## src/tfad_pkg.sv

```systemverilog
// Constants for the task-file address decoder: offsets, widths, reset
// values and the sector-count rule.
// Assumes nothing of its surroundings; every design file uses it by scope.
package tfad_pkg;

  // ****************************************************************
  // Widths.
  // ****************************************************************
  localparam int unsigned DATA_W  = 16;
  localparam int unsigned BYTE_W  = 8;
  localparam int unsigned ADDR_W  = 11;
  localparam int unsigned OFF_W   = 4;
  localparam int unsigned COUNT_W = 9;

  // ****************************************************************
  // Task-file offsets.
  // ****************************************************************
  localparam logic [3:0] OFF_DATA      = 4'h0;
  localparam logic [3:0] OFF_ERR_FEAT  = 4'h1;
  localparam logic [3:0] OFF_SEC_COUNT = 4'h2;
  localparam logic [3:0] OFF_SEC_NUM   = 4'h3;
  localparam logic [3:0] OFF_CYL_LOW   = 4'h4;
  localparam logic [3:0] OFF_CYL_HIGH  = 4'h5;
  localparam logic [3:0] OFF_CARD_HEAD = 4'h6;
  localparam logic [3:0] OFF_STAT_CMD  = 4'h7;
  localparam logic [3:0] OFF_DUP_EVEN  = 4'h8;
  localparam logic [3:0] OFF_DUP_ODD   = 4'h9;
  localparam logic [3:0] OFF_DUP_ERR   = 4'hD;
  localparam logic [3:0] OFF_ALT_CTL   = 4'hE;
  localparam logic [3:0] OFF_DRV_ADDR  = 4'hF;

  // ****************************************************************
  // Address fields.
  // ****************************************************************
  localparam int unsigned ADDR_WIN_BIT = 10;
  localparam logic [1:0]  DD_HIGH_SEL  = 2'b11;
  localparam logic [2:0]  DD_HIGH_BASE = 3'b111;

  // ****************************************************************
  // Reset values and the sector-count rule.
  // ****************************************************************
  localparam logic [7:0]  TF_RESET      = 8'h00;
  localparam logic [15:0] WORD_RESET    = 16'h0000;
  localparam logic [8:0]  SECTORS_ZERO  = 9'h100;

endpackage

```

## src/tfad_task_file_address_decoder.sv

```systemverilog
// Task-file address decoder: decodes the memory window and the direct-disk
// I/O map, steers byte lanes and sequences the sector data port.
// Assumes all pins are synchronous to ref_clk_i and that the sector buffer
// presents its head word at all times and never overflows or runs dry.
`timescale 1ns/1ns

module tfad_task_file_address_decoder #(
  parameter int unsigned DATA_W = tfad_pkg::DATA_W
) (
  input  wire logic                        ref_clk_i,
  input  wire logic                        rst_b_i,
  input  wire logic [tfad_pkg::ADDR_W-1:0] addr_i,
  input  wire logic                        attribute_select_n_i,
  input  wire logic                        low_byte_enable_n_i,
  input  wire logic                        high_byte_enable_n_i,
  input  wire logic                        mem_read_strobe_n_i,
  input  wire logic                        mem_write_strobe_n_i,
  input  wire logic                        io_read_strobe_n_i,
  input  wire logic                        io_write_strobe_n_i,
  input  wire logic                        direct_disk_mode_i,
  input  wire logic [DATA_W-1:0]           data_i,
  output logic      [DATA_W-1:0]           data_o,
  output logic                             data_oe_o,
  output logic                             io_word_ack_n_o,
  input  wire logic [DATA_W-1:0]           buf_head_i,
  output logic                             buf_pop_o,
  output logic                             buf_push_o,
  output logic      [DATA_W-1:0]           buf_push_data_o,
  input  wire logic [7:0]                  error_i,
  input  wire logic [7:0]                  status_i,
  input  wire logic [7:0]                  drive_address_i,
  input  wire logic                        cmd_done_i,
  input  wire logic                        cmd_ok_i,
  input  wire logic [7:0]                  sectors_left_i,
  output logic      [7:0]                  features_o,
  output logic      [7:0]                  sector_number_o,
  output logic      [7:0]                  cylinder_low_o,
  output logic      [7:0]                  cylinder_high_o,
  output logic      [7:0]                  card_head_o,
  output logic      [tfad_pkg::COUNT_W-1:0] sector_total_o,
  output logic      [7:0]                  command_o,
  output logic                             command_strobe_o,
  output logic      [7:0]                  device_control_o
);

  // ****************************************************************
  // Parameter check.
  // ****************************************************************
  if (DATA_W != 16) begin : g_width_check
    $error("tfad: the data port is exactly 16 bits wide");
  end

  // ****************************************************************
  // Functions.
  // ****************************************************************
  // Zero written to the sector count stands for a full 256 sectors.
  function automatic logic [tfad_pkg::COUNT_W-1:0] sc_total(
    input logic [7:0] v
  );
    sc_total = (v == tfad_pkg::TF_RESET) ? tfad_pkg::SECTORS_ZERO
                                         : {1'b0, v};
  endfunction

  function automatic logic is_data_off(input logic [3:0] o);
    is_data_off = (o == tfad_pkg::OFF_DATA) || (o == tfad_pkg::OFF_ERR_FEAT)
               || (o == tfad_pkg::OFF_DUP_EVEN) || (o == tfad_pkg::OFF_DUP_ODD);
  endfunction

  // ****************************************************************
  // Registers.
  // ****************************************************************
  logic       rd_act_q;
  logic       wr_act_q;
  logic       got_even;
  logic       got_odd;
  logic [7:0] wr_even;
  logic [7:0] wr_odd;
  logic [7:0] sector_count;

  // ****************************************************************
  // Access detection.
  // ****************************************************************
  wire lo_en   = !low_byte_enable_n_i;
  wire hi_en   = !high_byte_enable_n_i;
  wire both_en = lo_en && hi_en;
  wire any_en  = lo_en || hi_en;

  wire rd_act = direct_disk_mode_i ? !io_read_strobe_n_i : !mem_read_strobe_n_i;
  wire wr_act = direct_disk_mode_i ? !io_write_strobe_n_i : !mem_write_strobe_n_i;

  // ****************************************************************
  // Address decode.
  // ****************************************************************
  // Memory window: A10 folds the upper 1 KByte onto offsets 8 and 9.
  wire       win_hi  = addr_i[tfad_pkg::ADDR_WIN_BIT];
  wire [3:0] mem_off = win_hi ? {3'b100, addr_i[0]} : addr_i[3:0];

  // Direct-disk map: the high enable alone reaches only offsets E and F.
  wire       dd_hi_ok = (addr_i[2:1] == tfad_pkg::DD_HIGH_SEL);
  wire [3:0] dd_off   = (hi_en && !lo_en) ? {tfad_pkg::DD_HIGH_BASE, addr_i[0]}
                                          : {1'b0, addr_i[2:0]};
  wire       dd_word  = both_en && (addr_i[2:1] == 2'b00);
  wire       dd_valid = lo_en || dd_hi_ok;

  wire [3:0] off      = direct_disk_mode_i ? dd_off : mem_off;
  wire       valid    = direct_disk_mode_i ? dd_valid : attribute_select_n_i;

  // Lane classes; direct-disk byte accesses always use the low lanes.
  wire sel_word = direct_disk_mode_i ? dd_word : both_en;
  wire sel_lo   = direct_disk_mode_i ? !dd_word : (lo_en && !hi_en);
  wire sel_hi   = !direct_disk_mode_i && hi_en && !lo_en;

  // ****************************************************************
  // Data-port classification.
  // ****************************************************************
  // Word access at 0, 1, 8 or 9 is the data word, never error/features.
  wire d_word = sel_word && is_data_off(off);
  // Low-lane byte at 0 or 8 steps through the buffer even then odd.
  wire d_seq  = sel_lo && ((off == tfad_pkg::OFF_DATA)
                        || (off == tfad_pkg::OFF_DUP_EVEN));
  // Offset 9 on the low lanes, or 8 and 9 on the upper lanes, is odd only.
  wire d_odd  = (sel_lo && (off == tfad_pkg::OFF_DUP_ODD))
             || (sel_hi && ((off == tfad_pkg::OFF_DUP_EVEN)
                         || (off == tfad_pkg::OFF_DUP_ODD)));
  wire d_any  = d_word || d_seq || d_odd;

  // A sequential byte is odd once the even half has been moved.
  wire byte_is_odd = d_odd || (d_seq && got_even);
  wire byte_is_evn = d_seq && !got_even;
  wire word_done   = (byte_is_odd && got_even) || (byte_is_evn && got_odd);

  // ****************************************************************
  // Register selection.
  // ****************************************************************
  // Upper lanes reach the odd register at or above the given address.
  wire [3:0] lo_reg = sel_word ? {off[3:1], 1'b0} : off;
  wire [3:0] hi_reg = {off[3:1], 1'b1};

  logic [7:0] lo_rd;
  logic [7:0] hi_rd;

  // Readable task-file bytes, error first, packed one byte per register.
  wire [63:0] tf_regs = {drive_address_i, status_i, card_head_o, cylinder_high_o,
                         cylinder_low_o, sector_number_o, sector_count, error_i};

  function automatic logic [7:0] reg_rd(input logic [3:0] o, input logic [63:0] r);
    unique case (o)
      tfad_pkg::OFF_ERR_FEAT,
      tfad_pkg::OFF_DUP_ERR:   reg_rd = r[7:0];
      tfad_pkg::OFF_SEC_COUNT: reg_rd = r[15:8];
      tfad_pkg::OFF_SEC_NUM:   reg_rd = r[23:16];
      tfad_pkg::OFF_CYL_LOW:   reg_rd = r[31:24];
      tfad_pkg::OFF_CYL_HIGH:  reg_rd = r[39:32];
      tfad_pkg::OFF_CARD_HEAD: reg_rd = r[47:40];
      tfad_pkg::OFF_STAT_CMD,
      tfad_pkg::OFF_ALT_CTL:   reg_rd = r[55:48];
      tfad_pkg::OFF_DRV_ADDR:  reg_rd = r[63:56];
      default:                 reg_rd = tfad_pkg::TF_RESET;
    endcase
  endfunction

  assign lo_rd = reg_rd(lo_reg, tf_regs);
  assign hi_rd = reg_rd(hi_reg, tf_regs);

  // ****************************************************************
  // Read data steering.
  // ****************************************************************
  wire [7:0]  d_byte  = byte_is_odd ? buf_head_i[15:8] : buf_head_i[7:0];
  // Word reads put even data on the low lanes, odd on the high lanes.
  wire [15:0] d_rdata = d_word ? buf_head_i
                      : sel_hi ? {d_byte, 8'h00} : {8'h00, d_byte};
  wire [15:0] r_rdata = sel_word ? {hi_rd, lo_rd}
                      : sel_hi ? {hi_rd, 8'h00} : {8'h00, lo_rd};
  wire [15:0] rdata   = d_any ? d_rdata : r_rdata;

  wire rd_go = rd_act && !rd_act_q && any_en && valid;
  wire wr_go = wr_act && !wr_act_q && any_en && valid;

  // ****************************************************************
  // Write data steering.
  // ****************************************************************
  wire [7:0]  w_byte  = sel_hi ? data_i[15:8] : data_i[7:0];
  wire [15:0] w_word  = byte_is_odd ? {w_byte, wr_even} : {wr_odd, w_byte};
  wire [15:0] next_push_data = d_word ? data_i : w_word;

  // Register writes: which register each lane reaches this cycle.
  wire        w_lo    = wr_go && !d_any && !sel_hi;
  wire        w_hi    = wr_go && !d_any && (sel_hi || sel_word);
  wire [3:0]  wlo_reg = lo_reg;
  wire [3:0]  whi_reg = hi_reg;

  // Mask of the registers that the write lanes reach this cycle, one bit per register.
  wire [15:0] w_sel = ({16{w_lo}} & (16'h0001 << wlo_reg))
                    | ({16{w_hi}} & (16'h0001 << whi_reg));

  // Picks the byte that reaches a register; the high lane wins on overlap.
  function automatic logic [7:0] pick(
    input logic       hi_en_w,
    input logic [3:0] hi_o,
    input logic [3:0] want,
    input logic [15:0] d
  );
    pick = (hi_en_w && (hi_o == want)) ? d[15:8] : d[7:0];
  endfunction

  wire h_feat = w_sel[tfad_pkg::OFF_ERR_FEAT] || w_sel[tfad_pkg::OFF_DUP_ERR];
  wire h_sc   = w_sel[tfad_pkg::OFF_SEC_COUNT];
  wire h_sn   = w_sel[tfad_pkg::OFF_SEC_NUM];
  wire h_cl   = w_sel[tfad_pkg::OFF_CYL_LOW];
  wire h_ch   = w_sel[tfad_pkg::OFF_CYL_HIGH];
  wire h_hd   = w_sel[tfad_pkg::OFF_CARD_HEAD];
  wire h_cmd  = w_sel[tfad_pkg::OFF_STAT_CMD];
  wire h_ctl  = w_sel[tfad_pkg::OFF_ALT_CTL];

  wire [7:0] feat_b = (w_hi && (whi_reg == tfad_pkg::OFF_ERR_FEAT
                             || whi_reg == tfad_pkg::OFF_DUP_ERR))
                    ? data_i[15:8] : data_i[7:0];

  // Sector count: a finished command loads zero or the sectors still owed.
  wire [7:0] next_sc = cmd_done_i ? (cmd_ok_i ? tfad_pkg::TF_RESET : sectors_left_i)
                     : pick(w_hi, whi_reg, tfad_pkg::OFF_SEC_COUNT, data_i);
  wire       sc_load = cmd_done_i || h_sc;

  // ****************************************************************
  // Strobe edge history and read output.
  // ****************************************************************
  always_ff @(posedge ref_clk_i or negedge rst_b_i) begin
    if (!rst_b_i) begin
      rd_act_q  <= 1'b0;
      wr_act_q  <= 1'b0;
      data_o    <= tfad_pkg::WORD_RESET;
      data_oe_o <= 1'b0;
    end else begin
      rd_act_q  <= rd_act;
      wr_act_q  <= wr_act;
      if (rd_go) begin
        data_o <= rdata;
      end
      data_oe_o <= rd_act && (data_oe_o || rd_go);
    end
  end

  // 16-bit capability is signalled only for the direct-disk data offset.
  always_ff @(posedge ref_clk_i or negedge rst_b_i) begin
    if (!rst_b_i) begin
      io_word_ack_n_o <= 1'b1;
    end else begin
      io_word_ack_n_o <= !(direct_disk_mode_i && (addr_i[2:0] == 3'b000));
    end
  end

  // ****************************************************************
  // Sector buffer sequencing.
  // ****************************************************************
  // Only pop, push and the push data leave this block; no address reaches the buffer.
  always_ff @(posedge ref_clk_i or negedge rst_b_i) begin
    if (!rst_b_i) begin
      got_even        <= 1'b0;
      got_odd         <= 1'b0;
      wr_even         <= tfad_pkg::TF_RESET;
      wr_odd          <= tfad_pkg::TF_RESET;
      buf_pop_o       <= 1'b0;
      buf_push_o      <= 1'b0;
      buf_push_data_o <= tfad_pkg::WORD_RESET;
    end else begin
      buf_pop_o  <= rd_go && (d_word || word_done);
      buf_push_o <= wr_go && (d_word || word_done);
      if (wr_go && (d_word || word_done)) begin
        buf_push_data_o <= next_push_data;
      end
      if (wr_go && byte_is_evn) begin
        wr_even <= w_byte;
      end
      if (wr_go && byte_is_odd) begin
        wr_odd <= w_byte;
      end
      if ((rd_go || wr_go) && (d_word || word_done)) begin
        got_even <= 1'b0;
        got_odd  <= 1'b0;
      end else if (rd_go || wr_go) begin
        got_even <= got_even || byte_is_evn;
        got_odd  <= got_odd || byte_is_odd;
      end
    end
  end

  // ****************************************************************
  // Task-file registers.
  // ****************************************************************
  always_ff @(posedge ref_clk_i or negedge rst_b_i) begin
    if (!rst_b_i) begin
      features_o       <= tfad_pkg::TF_RESET;
      sector_count     <= tfad_pkg::TF_RESET;
      sector_total_o   <= tfad_pkg::SECTORS_ZERO;
      sector_number_o  <= tfad_pkg::TF_RESET;
      cylinder_low_o   <= tfad_pkg::TF_RESET;
      cylinder_high_o  <= tfad_pkg::TF_RESET;
      card_head_o      <= tfad_pkg::TF_RESET;
      command_o        <= tfad_pkg::TF_RESET;
      command_strobe_o <= 1'b0;
      device_control_o <= tfad_pkg::TF_RESET;
    end else begin
      if (h_feat) begin
        features_o <= feat_b;
      end
      if (sc_load) begin
        sector_count   <= next_sc;
        sector_total_o <= sc_total(next_sc);
      end
      if (h_sn) begin
        sector_number_o <= pick(w_hi, whi_reg, tfad_pkg::OFF_SEC_NUM, data_i);
      end
      if (h_cl) begin
        cylinder_low_o <= pick(w_hi, whi_reg, tfad_pkg::OFF_CYL_LOW, data_i);
      end
      if (h_ch) begin
        cylinder_high_o <= pick(w_hi, whi_reg, tfad_pkg::OFF_CYL_HIGH, data_i);
      end
      if (h_hd) begin
        card_head_o <= pick(w_hi, whi_reg, tfad_pkg::OFF_CARD_HEAD, data_i);
      end
      if (h_cmd) begin
        command_o <= pick(w_hi, whi_reg, tfad_pkg::OFF_STAT_CMD, data_i);
      end
      command_strobe_o <= h_cmd;
      if (h_ctl) begin
        device_control_o <= pick(w_hi, whi_reg, tfad_pkg::OFF_ALT_CTL, data_i);
      end
    end
  end

endmodule

```

## config.mk

```make
export PLATFORM = sky130hd
export DESIGN_NAME = tfad_task_file_address_decoder
export DESIGN_NICKNAME = d
export VERILOG_FILES = /design/src/tfad_pkg.sv /design/src/tfad_task_file_address_decoder.sv
export SDC_FILE = /design/constraint.sdc
export NUM_CORES = 1
export LEC_CHECK = 0
export BUFFER_PORTS_ARGS = -buffer_cell sky130_fd_sc_hd__buf_4
export CORE_MARGIN = 2
export CORE_UTILIZATION = 48
export CTS_CLUSTER_DIAMETER = 150
export DETAILED_ROUTE_END_ITERATION = 10
export PLACE_DENSITY = 0.84
export SYNTH_ARGS = -nofsm -noshare
export SYNTH_HDL_FRONTEND = slang
export SYNTH_SLANG_ARGS = --single-unit
```

## constraint.sdc

```tcl
create_clock -name ref_clk_i -period 2.1 [get_ports ref_clk_i]
set_input_delay 0.21 -clock ref_clk_i [delete_from_list [all_inputs] [get_ports ref_clk_i]]
set_output_delay 0.21 -clock ref_clk_i [all_outputs]
set_load 0.05 [all_outputs]
```

==> results of run 1 <==
[routing by layer]
layer  vias up  part of all wire (%)
li1       2976                     -
met1      3188                    40
met3        64                   8.8
met4         0                   2.9
met2       348                    48
met5         -                     0
[area by class of cell]
class	instances	area [um^2]	share of cell area (%)
clock buffer	24	502	5.28
clock inverter	7	97.6	1.03
multi-input combinational	457	3270	34.4
sequential	130	3260	34.3
inverter	13	50.0	0.527
tap	180	225	2.37
timing repair buffer	260	2100	22.1
[worst paths after layout]
check,from,to,slack (ps),depth (start not counted)
min in group asynchronous,rst_b_i,buf_push_data_o[4],280,2
max,wr_act_q,features_o[5],190,5
min reg2reg,wr_even[1],wr_even[1],480,2
max reg2reg,wr_act_q,features_o[5],190,5
min,addr_i[0],io_word_ack_n_o,40,2
max in group asynchronous,rst_b_i,io_word_ack_n_o,1150,3
[repair_timing]
item | in CTS | in global routing
endpoints found under the hold margin | 27 | 0
setup buffers | 0 | 0
endpoints found under the setup margin | 0 | 0
hold buffers | 1 | 0
[cells in the mapped netlist, drive strengths merged, types with 3 or more instances]
library cell | count | area (um^2)
or3 | 5 | 36.3
nand2 | 61 | 231
a211oi | 5 | 37.5
and2 | 5 | 32.5
buf | 25 | 149
a2111oi | 9 | 97.6
nand2b | 5 | 31.3
o32ai | 8 | 70.1
o311a | 17 | 170
nand4 | 4 | 25.0
inv | 12 | 45.0
mux2i | 9 | 90.1
nor3 | 5 | 41.3
nand3 | 8 | 52.6
a22oi | 20 | 150
a31oi | 8 | 50.1
dfrtp | 128 | 3200
nor2b | 9 | 56.3
o21ai | 43 | 219
a211o | 9 | 78.8
a221oi | 5 | 43.8
clkbuf | 19 | 71.3
and3 | 12 | 75.1
o21a | 3 | 22.5
a32o | 13 | 130
mux2 | 41 | 462
o221ai | 9 | 97.6
a222oi | 4 | 40.0
nor2 | 45 | 171
a21oi | 23 | 115
o22a | 41 | 359
[layout by cell type (no fill, tap or decap), types with 3 or more instances in the layout]
master,synthesis,layout
sky130_fd_sc_hd__clkbuf_16,0,17
sky130_fd_sc_hd__o21a_1,3,3
sky130_fd_sc_hd__a211oi_1,5,5
sky130_fd_sc_hd__o221ai_2,3,3
sky130_fd_sc_hd__o311a_1,17,17
sky130_fd_sc_hd__a21oi_1,23,23
sky130_fd_sc_hd__a32o_1,13,13
sky130_fd_sc_hd__o21ai_1,4,4
sky130_fd_sc_hd__nand2b_1,5,5
sky130_fd_sc_hd__o221ai_1,6,6
sky130_fd_sc_hd__clkbuf_8,0,5
sky130_fd_sc_hd__a22oi_1,20,20
sky130_fd_sc_hd__a31oi_1,8,8
sky130_fd_sc_hd__and3_1,12,12
sky130_fd_sc_hd__nor2_1,44,44
sky130_fd_sc_hd__nand4_1,4,4
sky130_fd_sc_hd__buf_4,7,247
sky130_fd_sc_hd__mux2i_1,9,9
sky130_fd_sc_hd__mux2_2,41,41
sky130_fd_sc_hd__nor3_1,3,3
sky130_fd_sc_hd__and2_1,4,4
sky130_fd_sc_hd__a221oi_1,5,5
sky130_fd_sc_hd__buf_12,0,12
sky130_fd_sc_hd__a211o_1,9,9
sky130_fd_sc_hd__nor2b_1,9,9
sky130_fd_sc_hd__o32ai_1,8,8
sky130_fd_sc_hd__a2111oi_0,8,8
sky130_fd_sc_hd__o22a_1,41,41
sky130_fd_sc_hd__nand2_1,60,60
sky130_fd_sc_hd__or3_1,4,4
sky130_fd_sc_hd__o21ai_0,38,38
sky130_fd_sc_hd__a222oi_1,4,4
sky130_fd_sc_hd__dfrtp_1,128,128
sky130_fd_sc_hd__inv_1,12,12
sky130_fd_sc_hd__nand3_1,7,7
[worst max-delay path, stage by stage (launching register included)]
cell and delay, ps:
sky130_fd_sc_hd__dfrtp_1 400, sky130_fd_sc_hd__or3_1 430, sky130_fd_sc_hd__or3b_1 460, sky130_fd_sc_hd__nor2b_1 210
sky130_fd_sc_hd__buf_4 200, sky130_fd_sc_hd__o22a_1 140
[cell families (layout without fill, tap and decap cells)]
kind of cell	after synthesis	in the layout	synth area share [%]
xor gates and xnor gates	2	2	0.258
DFF	130	130	48.0
buffers and inverters	57	304	3.98
and+or+nand+nor	170	170	12.4
AOI/OAI and AO/OA	235	235	27.3
muxes	50	50	8.13
[power breakdown]
| part | leakage, nW | internal [W] | total [W] | switching (W) |
|---|---|---|---|---|
| clock | 0.289 | 0.00190 | 0.00300 | 0.00110 |
| combinational | 2.53 | 0.00131 | 0.00374 | 0.00243 |
| sequential | 1.66 | 0.00304 | 0.00349 | 0.000446 |
| total | 4.48 | 0.00625 | 0.0102 | 0.00398 |
[metrics by stage]
| stage | worst slack [ps] | std cells | cell area [um^2] |
|---|---|---|---|
| after floorplan | 79.4 | 644 | 6790 |
| final | 193 | 1071 | 9500 |
| after CTS | 208 | 1071 | 9500 |
| after global routing | 149 | 1071 | 9500 |
| after detailed placement | -45.7 | 1039 | 8890 |
| after global placement | -16.8 | 1039 | 8890 |
==> flow_results.org, run 1 <==
** Outcome
- The flow ran to the end, and the final reports show no timing, DRC or antenna violations.

** GRT
- GR peak layer :: met2
- Global routing used 47.7% of the available met2 tracks.
- Global routing usage summed across all routing layers :: 30.3%
- Met3 demand-to-capacity share in global routing :: 8.67%
- The first global-routing pass estimated 34300 um of wire.
- Pin count of the biggest net entering global routing :: 52
- The initial antenna violation count is 0.
- GR Overflow Total :: 0
- Global routing used 39.4% of the available met1 tracks.
- The number of global-route vias before repair is 6282.

** Clock network
- CTS placed an instance of sky130_fd_sc_hd__clkbuf_16 at the clock tree root.
- Sink Count :: 130
- The later pin in the worst-skew pair is clocked with a latency of 430 ps.
- The clock passes through at most 2 buffers.
- The H-tree generated during clock tree synthesis spans 4 levels.
- In this run, post-CTS repair resized a total of 0 instances.
- TritonCTS built the clock tree.
- Clock slew seen by the registers of the worst setup and hold paths :: 60 ps
- Number of buffers created by CTS :: 17

** STA
- The final-report max-slew violation count was 0.
- Final critical delay including setup and external delays :: 1910 ps
- Setup repair after global routing left no endpoint under its margin.
- Final Setup Violations :: 0
- Across the routed clock network, the largest skew measured is 9.59 ps.
- Slew at the pin closest to its max-slew limit :: 611 ps
- Setup tns final :: 0 ps
- Measured against its own limit, the worst slew margin works out to 58.2%.
- Based on the critical path, the design can be clocked at up to 524 MHz.
- Worst hold margin :: 42.8 ps
- The final hold violation count was 0.
- The final critical path takes up 90.8% of the cycle.

** Placed design
- Count of buffers from port buffering :: 182
- Routability-driven placement finished with a final weighted congestion of 0.945.
- The HPWL after detailed placement is 16200 um.

** Detailed routing
- Number of DRC violations after detailed-routing iteration 0 :: 652
- For this run, the detailed router's first-pass iteration total came to 6.
- Using the TritonRoute via totals, the vias-per-cell ratio works out to 6.14.
- After detailed routing, the average wire length per cell comes to 21.0 um.
- The detail route stage leaves a number of antenna-violating nets equal to 0.
- After detailed routing, the number of remaining DRC violations is 0.
- Total length of routed wires :: 22500 um
- Across all layers, the routed design uses 6576 vias.

** Yosys
- In the synthesized netlist, the number of instances is 644.
- Yosys warnings :: 0
- Primary FF master, synth :: sky130_fd_sc_hd__dfrtp_1
- Register bit total from synthesis :: 130
- The cell area that synthesis handed to floorplanning was 6790 um^2.
- In this run, distinct cell masters in the synthesized netlist total 71.
- Net count of the mapped netlist :: 731
- Yosys mapped a number of flops with a built-in enable equal to 0.
- For this run, the register share of the synthesized area comes to 48.0%.
- A synthesized cell averages 10.5 um^2.
- Async S/R FF share, synth :: 100%

** Final layout
- Top flop regs :: buf_push_data_o x16, data_o x16, sector_total_o x9
- After the last flow step, the layout net total stands at 966.
- The number of antenna diodes in the final layout is 0.
- Post-Route Utilization :: 68.7%
- Cells with a size suffix above 1 make up 39.4% of the layout.
- After filler insertion, the fill cell instance count of the layout stands at 1005.
- From synthesis to final layout, the design area changed by 40.0%.

** Floorplan
- Overall die width :: 123 um
- The die covers 15100 um^2.
- Height of the chip :: 123 um
- 189 I/O pins were placed.
- Initial core utilization :: 49.1%
- Number of cell rows :: 43
- In this run the standard cell core region covers 13800 um^2.

** Pwr
- Power density over cell area :: 1080 nW/um^2
- After layout, the design draws a total of 0.0102 W.
- In this run the static leakage power is 4.48 nW.
- Peak supply drop :: 954 uV

** Setup path
- The worst setup path is captured at a flip-flop.
- The worst setup path is of the reg -> reg kind.
- Of all nets on the critical path, the largest fanout is 8.
- CP Data Required Time :: 2460 ps
- Startpoint Class :: flip-flop
- At the worst endpoint, the arrival time is 2270 ps.

** Run
- Max Cap Violations :: 0

** Hold path
- Class of the tightest hold or removal check :: in -> reg
No activity file was read; power rests on OpenSTA's default activity.
==> run 2: changes to the inputs <==
--- a/config.mk
+++ b/config.mk
@@ -7,10 +7,10 @@
 export LEC_CHECK = 0
 export BUFFER_PORTS_ARGS = -buffer_cell sky130_fd_sc_hd__buf_4
 export CORE_MARGIN = 2
-export CORE_UTILIZATION = 48
+export CORE_UTILIZATION = 53
 export CTS_CLUSTER_DIAMETER = 150
 export DETAILED_ROUTE_END_ITERATION = 10
-export PLACE_DENSITY = 0.84
+export PLACE_DENSITY = 0.91
 export SYNTH_ARGS = -nofsm -noshare
 export SYNTH_HDL_FRONTEND = slang
 export SYNTH_SLANG_ARGS = --single-unit
==> run 2 against run 1 <==
Sequential share of layout area is 0.13 points lower. Hold slack better by 49 ps. Count of clock-buffer cells in the layout unchanged. Cell count rose by 0.37%. Flip-flop and latch count unchanged. Utilization is 7.2 points higher. Clock skew fell by 3.2 ps. Register-to-register slack lost 50 ps. Critical path type unchanged. Largest cell class unchanged. Largest power group unchanged. Highest routed layer unchanged.
==> flow_results.org, run 2 (synthesis gave the netlist of run 1 again) <==
** Outcome
- Result of the run :: finished clean

** STA
- Final critical delay including setup and external delays :: 1960 ps
- After layout, the worst setup slack is 145 ps.
- The final-report max-slew violation count was 0.
- Of the available clock period, the critical path in the final layout requires 93.1%.
- At the pin with the least slew margin, the transition time is 588 ps.
- Static timing analysis puts the maximum clock frequency at 511 MHz.
- Setup violations remaining at the end of the flow were counted as 0.
- Max transition margin :: 60.6%
- Setup repair after global routing left no endpoint under its margin.
- Skew final :: 6.40 ps
- The final hold violation count was 0.

** Placed design
- During placement, the flow inserted port buffers numbering 182.
- Summed over all nets, the half-perimeter wirelength after detailed placement is 16500 um.
- Routability congestion estimate from global placement :: 1.02
- Post-Place Worst Slack :: -126 ps

** Detailed routing
- In the routed layout, each cell is associated on average with a via count of 6.30.
- # DRC :: 0
- The routed design has 22500 um of wire.
- Number of DRC violations after detailed-routing iteration 0 :: 801
- The detail route stage leaves a number of antenna-violating nets equal to 0.
- Dividing the detail-routed wire length by the instance count gives 21.0 um.
- The routed layout has 6771 vias.
- Initial DRT Pass Iterations :: 6

** GRT
- Via count of the first global-routing pass :: 6725
- Global routing usage summed across all routing layers :: 33.7%
- The initial antenna violation count was 0.
- The first global-routing pass estimated 35000 um of wire.
- Global routing finished with a remaining overflow of 0.
- Pin count of the biggest net entering global routing :: 48

** Clock network
- Clock slew seen by the registers of the worst setup and hold paths :: 50 ps
- Worst-case clock buffer depth :: 2
- The clock tree synthesis step divided the H-tree into 4 levels.
- TritonCTS built the clock tree.
- Buffers added to address setup during post-CTS repair amount to 0.
- Gates resized during post-CTS repair numbered 0.
- Sink Count :: 130
- The later pin in the worst-skew pair is clocked with a latency of 420 ps.
- Number of buffers created by CTS :: 17
- Clock root cell :: sky130_fd_sc_hd__clkbuf_16

** Floorplan
- The core region is 12600 um^2.
- From left edge to right edge, the die measures 117 um.
- Once the floorplan was initialized, standard cells occupied 54.0% of the core.
- 189 I/O pins were placed.
- Floorplan die area :: 13700 um^2
- Number of cell rows :: 41
- Height of the chip :: 117 um

** Setup path
- Stage delay of the slowest cell on the critical path :: 460 ps
- STA classifies the critical path startpoint as a flip-flop.
- CP Data Required Time :: 2380 ps
- Data arrives at the worst endpoint at 2240 ps.
- CP Cell Sequence :: inv_1 -> o221ai_2 -> buf_4 -> nor2_1 -> a21oi_1 -> o32ai_1
- Of all nets on the critical path, the largest fanout is 9.
- Critical Path End Type :: flip-flop
- Worst setup path class :: reg -> reg
- Max stage delay cell, worst path :: sky130_fd_sc_hd__nor2_1

** Final layout
- The multi-input combinational cells in the finished layout cover a total of 3270 um^2.
- Layout cells sized above 1 :: 40.1%
- The final layout contains 978 nets.
- The library cells used most frequently in the layout, excluding fill and tap cells, are 262 x sky130_fd_sc_hd__buf_4, 128 x sky130_fd_sc_hd__dfrtp_1, 60 x sky130_fd_sc_hd__nand2_1.
- Post-Route Utilization :: 75.9%
- The area growth from synthesis to layout is 40.5%.
- In the final layout, flip-flops and latches occupy 3260 um^2.
- Most common cell after layout, fill and taps aside :: sky130_fd_sc_hd__buf_4
- The filler cells instantiated in the layout total 846.
- N_diodes :: 0
- In the final layout, the registers with the most flip-flops are buf_push_data_o x16, data_o x16, sector_total_o x9.

** Hold path
- Class of the tightest hold or removal check :: in -> reg

** Run
- Max Cap Violations :: 0

** Pwr
- In this run the power density over the cells is 1070 nW/um^2.
- Cell internal power was estimated by the tool at 0.00623 W.
- Clock network fraction of total power :: 28.9%
- IR analysis of the VDD net gives a maximum drop of 961 uV.
- Of the total power, the share spent switching nets is 38.7%.
- Total net switching power :: 0.00394 W
- Summed over all cells, the static leakage comes to 4.53 nW.
- Combinational cells account for 37.1% of the total power.
- Registers are responsible for 34.0% of the overall power.
## run 2: changes by cell type in the layout (fill, tap and decap cells not counted), sizes merged
cell / change
clkinvlp: -2
clkinv: +3
buf: +12
inv: -1
## run 2: worst paths after layout
path | cells past startpoint | slack, ps | endpoint | from
worst max-delay path | 6 | 140 | data_o[3] | got_even
worst min-delay path | 2 | 90 | io_word_ack_n_o | addr_i[0]
worst max register to register | 6 | 140 | data_o[3] | got_even
worst min register to register | 2 | 490 | wr_even[7] | wr_even[7]
max in group asynchronous | 3 | 1110 | io_word_ack_n_o | rst_b_i
min in group asynchronous | 2 | 320 | buf_push_o | rst_b_i
## run 2: routing by layer
metal	vias up	GRT usage [%]	wire, um
met2	434	53.4	10600
met5	-	0	0
met4	0	14.4	845
met3	78	8.55	2140
met1	3264	44.2	8900
li1	2995	-	-
## run 2: layout make-up
cell class,count,area share [%]
Clock buffer,24,5.16
Clock inverter,7,1.05
Inverter,13,0.525
Multi-Input combinational cell,457,34.3
Sequential cell,130,34.1
Tap cell,172,2.26
Timing Repair Buffer,272,22.6
## run 2: worst max-delay path: cells and delay by family (launching register included)
family,cells,cell delay (ps)
flops,1,420
simple gates,1,460
buf+inv,2,320
compound gates,3,620
## run 2: what timing repair did
action / in CTS / in global routing
endpoints found under the hold margin: 37 / 0
endpoints found under the setup margin: 0 / 0
hold buffers: 1 / 0
## run 2: power by group through the flow
stage / Combinational (W) / Clock [W] / Sequential, W
floorplan: 0.000908 / 0 / 0.00489
global placement: 0.00367 / 0 / 0.00346
detailed placement: 0.00374 / 0 / 0.00348
CTS: 0.00376 / 0.00296 / 0.00345
global route: 0.00395 / 0.00306 / 0.00352
finish: 0.00377 / 0.00294 / 0.00346
## run 2: per-stage QoR
stage / hold WS [ps] / cell area [um^2] / cells / TNS, ps / power (W)
after floorplan: -85.6 / 6790 / 644 / 0 / 0.00579
after global placement: 232 / 8930 / 1043 / -1130 / 0.00713
after detailed placement: 228 / 8930 / 1043 / -2870 / 0.00722
after CTS: 76.3 / 9540 / 1075 / 0 / 0.0102
after global routing: 98.7 / 9540 / 1075 / 0 / 0.0105
final: 91.6 / 9540 / 1075 / 0 / 0.0102
